<file path="src/include/ato_pkg.sv">
// constants and types for the accumulator transfer execution block
package ato_pkg;
    // datapath widths
    localparam int ACC_W = 4;
    localparam int OP_W = 10;
    localparam int DP_W = 8;
    localparam int APB_AW = 8;
    localparam int APB_DW = 32;

    // opcodes of the covered single-word transfers
    localparam logic [OP_W-1:0] OP_LOAD_WAKE_CTL = 10'h215;
    localparam logic [OP_W-1:0] OP_LOAD_CLK_CTL = 10'h216;
    localparam logic [OP_W-1:0] OP_LOAD_PULLUP_CTL0 = 10'h22d;
    // store: upper six bits fixed, low four bits carry the immediate
    localparam logic [OP_W-1:0] OP_STORE_MEM_XOR_FILE = 10'h2b0;
    localparam logic [OP_W-1:0] OP_STORE_MASK = 10'h3f0;
    localparam int IMM_LSB = 0;

    // register byte offsets
    localparam logic [APB_AW-1:0] OFS_CTRL = 8'h00;
    localparam logic [APB_AW-1:0] OFS_WAKE = 8'h04;
    localparam logic [APB_AW-1:0] OFS_CLK = 8'h08;
    localparam logic [APB_AW-1:0] OFS_PULLUP0 = 8'h0c;
    localparam logic [APB_AW-1:0] OFS_FILE = 8'h10;
    localparam logic [APB_AW-1:0] OFS_STATUS = 8'h14;

    // field positions
    localparam int CTRL_EN_BIT = 0;
    localparam int ST_LAST_LSB = 0;
    localparam int ST_COUNT_LSB = 8;

    // reset values
    localparam logic RST_CTRL_EN = 1'b1;
    localparam logic [ACC_W-1:0] RST_WAKE = 4'h0;
    localparam logic [ACC_W-1:0] RST_CLK = 4'h0;
    localparam logic [ACC_W-1:0] RST_PULLUP0 = 4'h0;
    localparam logic [ACC_W-1:0] RST_FILE = 4'h0;

    // which transfer ran last
    typedef enum logic [2:0]
    {
        ATO_OP_NONE = 3'b000,
        ATO_OP_WAKE = 3'b001,
        ATO_OP_STORE = 3'b010,
        ATO_OP_CLK = 3'b011,
        ATO_OP_PULLUP0 = 3'b100
    } ato_op_e;
endpackage : ato_pkg

</file>
<file path="src/hdl/ato_core.sv">
// execution logic for accumulator-to-register and accumulator-to-memory transfers
//
// Local design decisions: the APB interface to the registers and the placing of the registers.
`timescale 1ns/10ps

// Functional notes
// - wake opcode copies accumulator into wake control
// - store opcode writes accumulator at data pointer
// - store also xors file register with immediate, in the same cycle
// - any immediate 0..15, result kept in file
// - clock opcode loads accumulator into clock control
// - pull-up opcode loads accumulator into pull-up control
module ato_core
    import ato_pkg::*;
(
    // clock and reset
    input wire logic CLK,
    input wire logic RESET_N,
    // instruction from the core, one word per cycle
    input wire logic INSTR_VALID,
    input wire logic [ato_pkg::OP_W-1:0] INSTR,
    input wire logic [ato_pkg::ACC_W-1:0] ACC,
    input wire logic [ato_pkg::DP_W-1:0] DATA_POINTER,
    // peripheral control registers
    output logic [ato_pkg::ACC_W-1:0] WAKE_CTL,
    output logic [ato_pkg::ACC_W-1:0] CLK_CTL,
    output logic [ato_pkg::ACC_W-1:0] PULLUP_CTL0,
    output logic [ato_pkg::ACC_W-1:0] FILE_REG,
    // ram write port
    output logic MEM_WE,
    output logic [ato_pkg::DP_W-1:0] MEM_ADDR,
    output logic [ato_pkg::ACC_W-1:0] MEM_WDATA,
    // apb slave
    input wire logic PSEL,
    input wire logic PENABLE,
    input wire logic PWRITE,
    input wire logic [ato_pkg::APB_AW-1:0] PADDR,
    input wire logic [ato_pkg::APB_DW-1:0] PWDATA,
    output logic [ato_pkg::APB_DW-1:0] PRDATA,
    output logic PREADY,
    output logic PSLVERR
);
    import ato_pkg::*;

    typedef struct packed
    {
        logic en;
        logic [ACC_W-1:0] wake_ctl;
        logic [ACC_W-1:0] clk_ctl;
        logic [ACC_W-1:0] pullup_ctl0;
        logic [ACC_W-1:0] file;
        logic mem_we;
        logic [DP_W-1:0] mem_addr;
        logic [ACC_W-1:0] mem_wdata;
        ato_op_e last_op;
        logic [7:0] op_count;
        logic [APB_DW-1:0] prdata;
        logic slverr;
    } ato_state_s;

    logic [1:0] rst_sync_reg;
    logic rst_n;
    ato_state_s state_reg;
    ato_state_s state_next;
    logic setup;
    logic wr_access;
    logic mapped;
    logic [APB_DW-1:0] rd_word;
    logic is_store;
    logic op_wake;
    logic op_clk;
    logic op_pullup0;
    logic exec;

    // release reset through two flops
    always_ff @(posedge CLK or negedge RESET_N)
    begin
        if (!RESET_N)
            rst_sync_reg <= 2'b00;
        else
            rst_sync_reg <= {rst_sync_reg[0], 1'b1};
    end

    assign rst_n = rst_sync_reg[1];

    assign setup = PSEL && !PENABLE;
    assign wr_access = PSEL && PENABLE && PWRITE;
    assign exec = INSTR_VALID && state_reg.en;

    // decode of the covered opcodes; any other word passes through untouched
    always_comb
    begin
        op_wake = 1'b0;
        op_clk = 1'b0;
        op_pullup0 = 1'b0;
        is_store = 1'b0;
        if (INSTR == OP_LOAD_WAKE_CTL)
            op_wake = 1'b1;
        if (INSTR == OP_LOAD_CLK_CTL)
            op_clk = 1'b1;
        if (INSTR == OP_LOAD_PULLUP_CTL0)
            op_pullup0 = 1'b1;
        if ((INSTR & OP_STORE_MASK) == OP_STORE_MEM_XOR_FILE)
            is_store = 1'b1;
    end

    always_comb
    begin
        mapped = 1'b1;
        rd_word = '0;
        unique case (PADDR)
            OFS_CTRL:
                rd_word[CTRL_EN_BIT] = state_reg.en;
            OFS_WAKE:
                rd_word[ACC_W-1:0] = state_reg.wake_ctl;
            OFS_CLK:
                rd_word[ACC_W-1:0] = state_reg.clk_ctl;
            OFS_PULLUP0:
                rd_word[ACC_W-1:0] = state_reg.pullup_ctl0;
            OFS_FILE:
                rd_word[ACC_W-1:0] = state_reg.file;
            OFS_STATUS:
            begin
                rd_word[ST_LAST_LSB +: 3] = state_reg.last_op;
                rd_word[ST_COUNT_LSB +: 8] = state_reg.op_count;
            end
            default:
                mapped = 1'b0;
        endcase
    end

    always_comb
    begin
        state_next = state_reg;
        state_next.mem_we = 1'b0;
        // read data captured in setup so the access phase needs no wait
        if (setup)
        begin
            state_next.prdata = PWRITE ? '0 : rd_word;
            state_next.slverr = !mapped;
        end
        // software writes first; an instruction in the same cycle wins
        if (wr_access)
        begin
            if (PADDR == OFS_CTRL)
                state_next.en = PWDATA[CTRL_EN_BIT];
            if (PADDR == OFS_FILE)
                state_next.file = PWDATA[ACC_W-1:0];
        end
        if (exec)
        begin
            if (op_wake)
            begin
                state_next.wake_ctl = ACC;
                state_next.last_op = ATO_OP_WAKE;
                state_next.op_count = state_reg.op_count + 8'h01;
            end
            else if (op_clk)
            begin
                state_next.clk_ctl = ACC;
                state_next.last_op = ATO_OP_CLK;
                state_next.op_count = state_reg.op_count + 8'h01;
            end
            else if (op_pullup0)
            begin
                state_next.pullup_ctl0 = ACC;
                state_next.last_op = ATO_OP_PULLUP0;
                state_next.op_count = state_reg.op_count + 8'h01;
            end
            else if (is_store)
            begin
                state_next.mem_we = 1'b1;
                state_next.mem_addr = DATA_POINTER;
                state_next.mem_wdata = ACC;
                state_next.file = state_reg.file ^ INSTR[IMM_LSB +: ACC_W];
                state_next.last_op = ATO_OP_STORE;
                state_next.op_count = state_reg.op_count + 8'h01;
            end
        end
    end

    always_ff @(posedge CLK or negedge rst_n)
    begin
        if (!rst_n)
        begin
            state_reg.en <= RST_CTRL_EN;
            state_reg.wake_ctl <= RST_WAKE;
            state_reg.clk_ctl <= RST_CLK;
            state_reg.pullup_ctl0 <= RST_PULLUP0;
            state_reg.file <= RST_FILE;
            state_reg.mem_we <= 1'b0;
            state_reg.mem_addr <= '0;
            state_reg.mem_wdata <= '0;
            state_reg.last_op <= ATO_OP_NONE;
            state_reg.op_count <= '0;
            state_reg.prdata <= '0;
            state_reg.slverr <= 1'b0;
        end
        else
        begin
            state_reg <= state_next;
        end
    end

    assign WAKE_CTL = state_reg.wake_ctl;
    assign CLK_CTL = state_reg.clk_ctl;
    assign PULLUP_CTL0 = state_reg.pullup_ctl0;
    assign FILE_REG = state_reg.file;
    assign MEM_WE = state_reg.mem_we;
    assign MEM_ADDR = state_reg.mem_addr;
    assign MEM_WDATA = state_reg.mem_wdata;
    assign PRDATA = state_reg.prdata;
    // zero wait states, since read data is already captured in setup
    assign PREADY = 1'b1;
    // error shown only in the access phase, where the master samples it
    assign PSLVERR = PSEL && PENABLE && state_reg.slverr;
endmodule : ato_core

</file>
<file path="config.mk">
export PLATFORM = sky130hd
export DESIGN_NAME = ato_core
export DESIGN_NICKNAME = d
export VERILOG_FILES = /design/src/include/ato_pkg.sv /design/src/hdl/ato_core.sv
export SDC_FILE = /design/constraint.sdc
export NUM_CORES = 1
export LEC_CHECK = 0
export BUFFER_PORTS_ARGS = -buffer_cell sky130_fd_sc_hd__buf_2
export CORE_UTILIZATION = 45
export CTS_CLUSTER_DIAMETER = 100
export CTS_CLUSTER_SIZE = 8
export DETAILED_ROUTE_END_ITERATION = 8
export GPL_TIMING_DRIVEN = 0
export PLACE_DENSITY = 0.79
export SYNTH_ARGS = -nofsm -noshare
export SYNTH_HDL_FRONTEND = slang
export SYNTH_SLANG_ARGS = --single-unit
</file>
<file path="constraint.sdc">
create_clock -name CLK -period 3.8 [get_ports CLK]
set_clock_uncertainty 0.05 [all_clocks]
set_input_delay 0.38 -clock CLK [delete_from_list [all_inputs] [get_ports CLK]]
set_output_delay 0.38 -clock CLK [all_outputs]
set_load 0.01 [all_outputs]
</file>
After elaboration in Yosys (flattened, before gate mapping)
Cells that the tools add are included.
Storage, ports and cells
  logic and storage cells: 63
  register bits: 76
  bits in read-only memories: 0
  memories kept: 0
  input port bits: 68
  latch bits: 0
  RAM bits: 0
  output and inout bits: 63
Cells by class
  $lt $le $gt $ge: 0
  add/subtract/negate cells: 1
  reductions and logical operators: 16
  muxes and demuxes: 20
  shifts and indexed selects: 0
  bitwise gates (word level): 4
  divide/modulo/power cells: 0
  multipliers: 0
  equality and inequality tests: 9
Operator list (number)
  $mux 28: 2
  $mux 17: 3
  $mux 11: 3
  $eq 10x10->1 const B: 3
  $eq 8x4->1 const B: 2
  $eq 8x5->1 const B: 2
  $mux 16: 1
  $pmux 2 s5: 1
  $add 8x1->8 const B: 1
  $eq 8x3->1 const B: 1
  $logic_not 8->1: 1
  $mux 4: 2
  $mux 8: 1
  $eq 6x6->1 const B: 1
  $pmux 1 s6: 1
  $reduce_and 2->1: 3
  $reduce_or 6->1: 1
  $logic_and 1x1->1: 5
  $mux 1: 5
  $reduce_and 5->1: 1
  $pmux 1 s4: 1
  $reduce_and 4->1: 1
  $reduce_bool 4->1: 1
  $xor 4x4->4: 1
  3 further kinds: 6

Depth between registers and ports, before layout
  depth after elaboration: 8
  mapped depth: 6
  depth with buffers taken out: 5

Worst setup path after synthesis
OpenSTA, ideal clock, no wires.
  kind: input-to-reg
  start point: input port PADDR[0] (netlist name)
  end point: register state_reg, in the netlist FILE_REG[0]
  arrival: 1.960 ns
  path slack: 1.696 ns
  required time: 3.656 ns
  stages on the path: 5
  path buffers: 1
  library setup time: 0.094 ns
  cells stage by stage: or4_4 or4_1 buf_2 or2_4 a211oi_1
RTL lines
  start: declaration: line ato_core.sv:37  | input wire logic [ato_pkg::APB_AW-1:0] PADDR,
  end signal: assignment: line ato_core.sv:201  | state_reg <= state_next;
  end: declaration: line ato_core.sv:63  | ato_state_s state_reg;

Worst setup path in the final report
  start point: register state_reg[73] (netlist name)
  end point: register state_reg, in the netlist MEM_ADDR[7]
Between the ends
  longest elaborated chain between the ends: 2
Ends and longest elaborated chain
  $logic_and 1x1->1: line ato_core.sv:88  | assign exec = INSTR_VALID && state_reg.en;
  $reduce_and 5->1 (no source line)
Every way passes these cells.
A chain may end at the register's enable or synchronous reset.

==> impl_metrics.env <==
export IMPL_final_cell_mix="buf_2, buf_4, dfrtp_1"
export IMPL_power_frac_clock_pct=31.7
export IMPL_p_leak_nw=2.15
export IMPL_cts_root_buffer="clkbuf_8"
export IMPL_critPathCaptureType="flop"
export IMPL_first_global_vias=2363
export IMPL_cp_cell_sequence="nand2_1 > or3_1 > inv_1 > clkbuf_1 > nand2_1 > nand2_1"
export IMPL_drt_total_wl_um=6390
export IMPL_multi_input_area_um2=1230
export IMPL_synth_area_leaders="dfrtp_1, buf_4, mux2_2"
export IMPL_worstPathArrival_ns=2.20
export IMPL_fin_setup_tns_ns=0
export IMPL_row_count=29
export IMPL_gp_congestion=0.899
export IMPL_synth_edf_count=0
export IMPL_clkTransAtPathRegs_ns=0.10
export IMPL_async_reset_ff_share_pct=100
export IMPL_syn_inst=309
export IMPL_cp_common_cell="nand2_1"
export IMPL_initial_core_util_pct=47.9
export IMPL_drc=0
export IMPL_tightestPinTransition_ns=0.589
export IMPL_clk_latency_ns=0.31
export IMPL_cts_made_buffers=5
export IMPL_final_setup_worst_slack_ns=1.80
export IMPL_yosys_register_bits=56
export IMPL_irDropWorstVdd_v=0.000199
export IMPL_synth_area_mux_share_pct=8.16
export IMPL_grtUsageTotal_pct=18.8
export IMPL_die_area_um2=7250
export IMPL_drtIter0Drc=132
export IMPL_numClockSinks=56
export IMPL_cts_max_level=2
export IMPL_ios=131
export IMPL_synth_cell_area_um2=3110
export IMPL_rsz0062_at_grt="no"
export IMPL_die_y_um=85.2
export IMPL_grt_max_degree=44
export IMPL_layout_drive_gt1_share_pct=44.5
export IMPL_slew_headroom_pct=60.2
export IMPL_power_frac_comb_pct=9.9
export IMPL_crit_required_ns=4.00
export IMPL_synthFlopType="dfrtp_1"
export IMPL_synth_distinct_cells=45
export IMPL_layout_min_cycle_time_ns=2.00
export IMPL_synth_compound_area_share_pct=8.16
export IMPL_cts_path_max_buffers=2
export IMPL_fillers=590
export IMPL_cellPowerDensity_nw_per_um2=273
export IMPL_hpwlAfterDp_um=4920
export IMPL_die_w_um=85.2
export IMPL_setup_violations=0
export IMPL_slew_viol_final=0
export IMPL_maxCapViolations=0
export IMPL_synth_top_family_by_area="simple AND/OR/NAND/NOR gates"
export IMPL_synth_fa_ha_area_share_pct=0.402
export IMPL_fmax_mhz=500
export IMPL_p_int_uw=781
export IMPL_cp_max_fo=10
export IMPL_grt_pass1_wl_um=10800
export IMPL_place_ws_ns=1.49
export IMPL_drtAntennaViolNets=0
export IMPL_hold_violations=0
export IMPL_antenna_found_initial=0
export IMPL_antenna_cells=0
export IMPL_postLayoutCoreUtil_pct=58.5
export IMPL_wire_per_inst_um=12.9
export IMPL_crit_path_start_kind="flop"
export IMPL_slowest_delay_ns=0.59
export IMPL_crit_path_top_delay_cell="dfstp_2"
export IMPL_vias_per_cell=4.82
export IMPL_cts_tree="done"
export IMPL_seq_power_share_pct=58.3
export IMPL_cts_setup_buffers=0
export IMPL_yosysWarnings=0
export IMPL_largest_reg_flops=13
export IMPL_yosysTopAreaCellShare_pct=44.2
export IMPL_synth_top_cell_by_area="dfrtp_1"
export IMPL_fin_nets=486
export IMPL_post_place_cells=486
export IMPL_finalNonFillerCells=495
export IMPL_status="completed"
export IMPL_switching_share_pct=24.9
export IMPL_p_sw_uw=258
export IMPL_worstHoldPathType="reg2async"
export IMPL_cts_resized=0
export IMPL_ctsHoldBuffers=1
export IMPL_seq_area_frac_synth_pct=45.1
export IMPL_period_share_pct=52.6
export IMPL_core_um2=6490
export IMPL_syn_avg_cell_area_um2=10.1
export IMPL_crit_type="reg2reg"
export IMPL_first_pass_iters=4
export IMPL_synth_xor_area_share_pct=2.25
export IMPL_area_growth_pct=22.2
export IMPL_register_area_um2=1400
export IMPL_yosys_area_share_simple_pct=18.1
export IMPL_final_common_cell="buf_2"
export IMPL_grt_overflow=0
export IMPL_io_buffer_count=79
export IMPL_vias=2387
## Yosys cell counts, types with 2 or more instances
library cell and count:
or3_1 2, and3_1 2, nor2_1 8, buf_4 61
mux2_2 17, nor2b_1 3, nor4bb_1 4, nor4b_1 2
clkbuf_1 5, or2_2 5, nor3_1 2, nand4_1 3
inv_1 6, a22o_1 8, a211oi_1 5, mux2i_1 4
xor2_1 8, a31oi_1 5, nand2b_1 3, conb_1 2
a21oi_1 7, nor4_1 4, nand2_1 49, buf_6 4
nand3_1 9, dfrtp_1 55, o21ai_0 7, a221oi_1 2
## critical path, delay by kind of cell (launching register included)
family,cells,cell delay [ns]
flip-flops,1,0.59
AND/OR/NAND/NOR,4,0.72
buffers and inverters,2,0.58
## layout make-up
| cell class | count | share of cell area [%] |
|---|---|---|
| well taps | 77 | 2.53 |
| clock inverters | 3 | 0.625 |
| clock buffers | 5 | 1.81 |
| plain buffers | 71 | 13.9 |
| multi-input cells | 196 | 32.5 |
| inverters | 6 | 0.592 |
| repair buffers | 81 | 11.2 |
| flip-flops and latches | 56 | 36.9 |
## path summary, 6_finish.rpt
path | cells past startpoint | from | slack, ns | to
hold / removal | 0 | rst_sync_reg[1] | 0.10 | MEM_ADDR[6]
min in group CLK | 3 | DATA_POINTER[5] | 0.21 | MEM_ADDR[5]
hold reg to reg | 0 | rst_sync_reg[1] | 0.10 | MEM_ADDR[6]
setup reg to reg | 6 | state_reg[73] | 1.80 | MEM_ADDR[7]
max in group asynchronous | 1 | rst_sync_reg[1] | 3.03 | state_reg[73]
setup / recovery | 6 | state_reg[73] | 1.80 | MEM_ADDR[7]
## cell families after synthesis
kind of cell / count (synthesis)
and+or+nand+nor: 106
other: 2
xor gates and xnor gates: 8
DFF: 56
AOI/OAI and AO/OA: 37
adders and majority gates: 1
buffers and inverters: 77
muxes: 22
## layer usage
layer	routed length, um	up-vias	share of wire, %	GRT usage (%)
met5	0	-	0	0
met4	136	0	2.1	7.40
met3	414	12	6.5	4.18
met2	2880	91	45	30.8
met1	2960	1085	46	24.3
li1	-	1199	-	-
## metrics by stage
| stage | power [mW] | hold slack (ns) | cell area, um^2 |
|---|---|---|---|
| 3_3_place_gp | 0.715 | 0.115 | 3680 |
| 4_1_cts | 1.05 | 0.116 | 3800 |
| 3_5_place_dp | 0.720 | 0.107 | 3700 |
| 6_report | 1.04 | 0.104 | 3800 |
| 5_1_grt | 1.08 | 0.134 | 3800 |
| 2_1_floorplan | 0.679 | 0.0344 | 3190 |
## power by group through the flow
| stage | Sequential (mW) | Clock (mW) | Combinational [mW] |
|---|---|---|---|
| 2_1_floorplan | 0.622 | 0 | 0.0568 |
| 3_3_place_gp | 0.626 | 0 | 0.0889 |
| 3_5_place_dp | 0.618 | 0 | 0.102 |
| 4_1_cts | 0.606 | 0.339 | 0.103 |
| 5_1_grt | 0.607 | 0.362 | 0.115 |
| 6_report | 0.606 | 0.329 | 0.103 |
(Power assumes the default switching activity.)
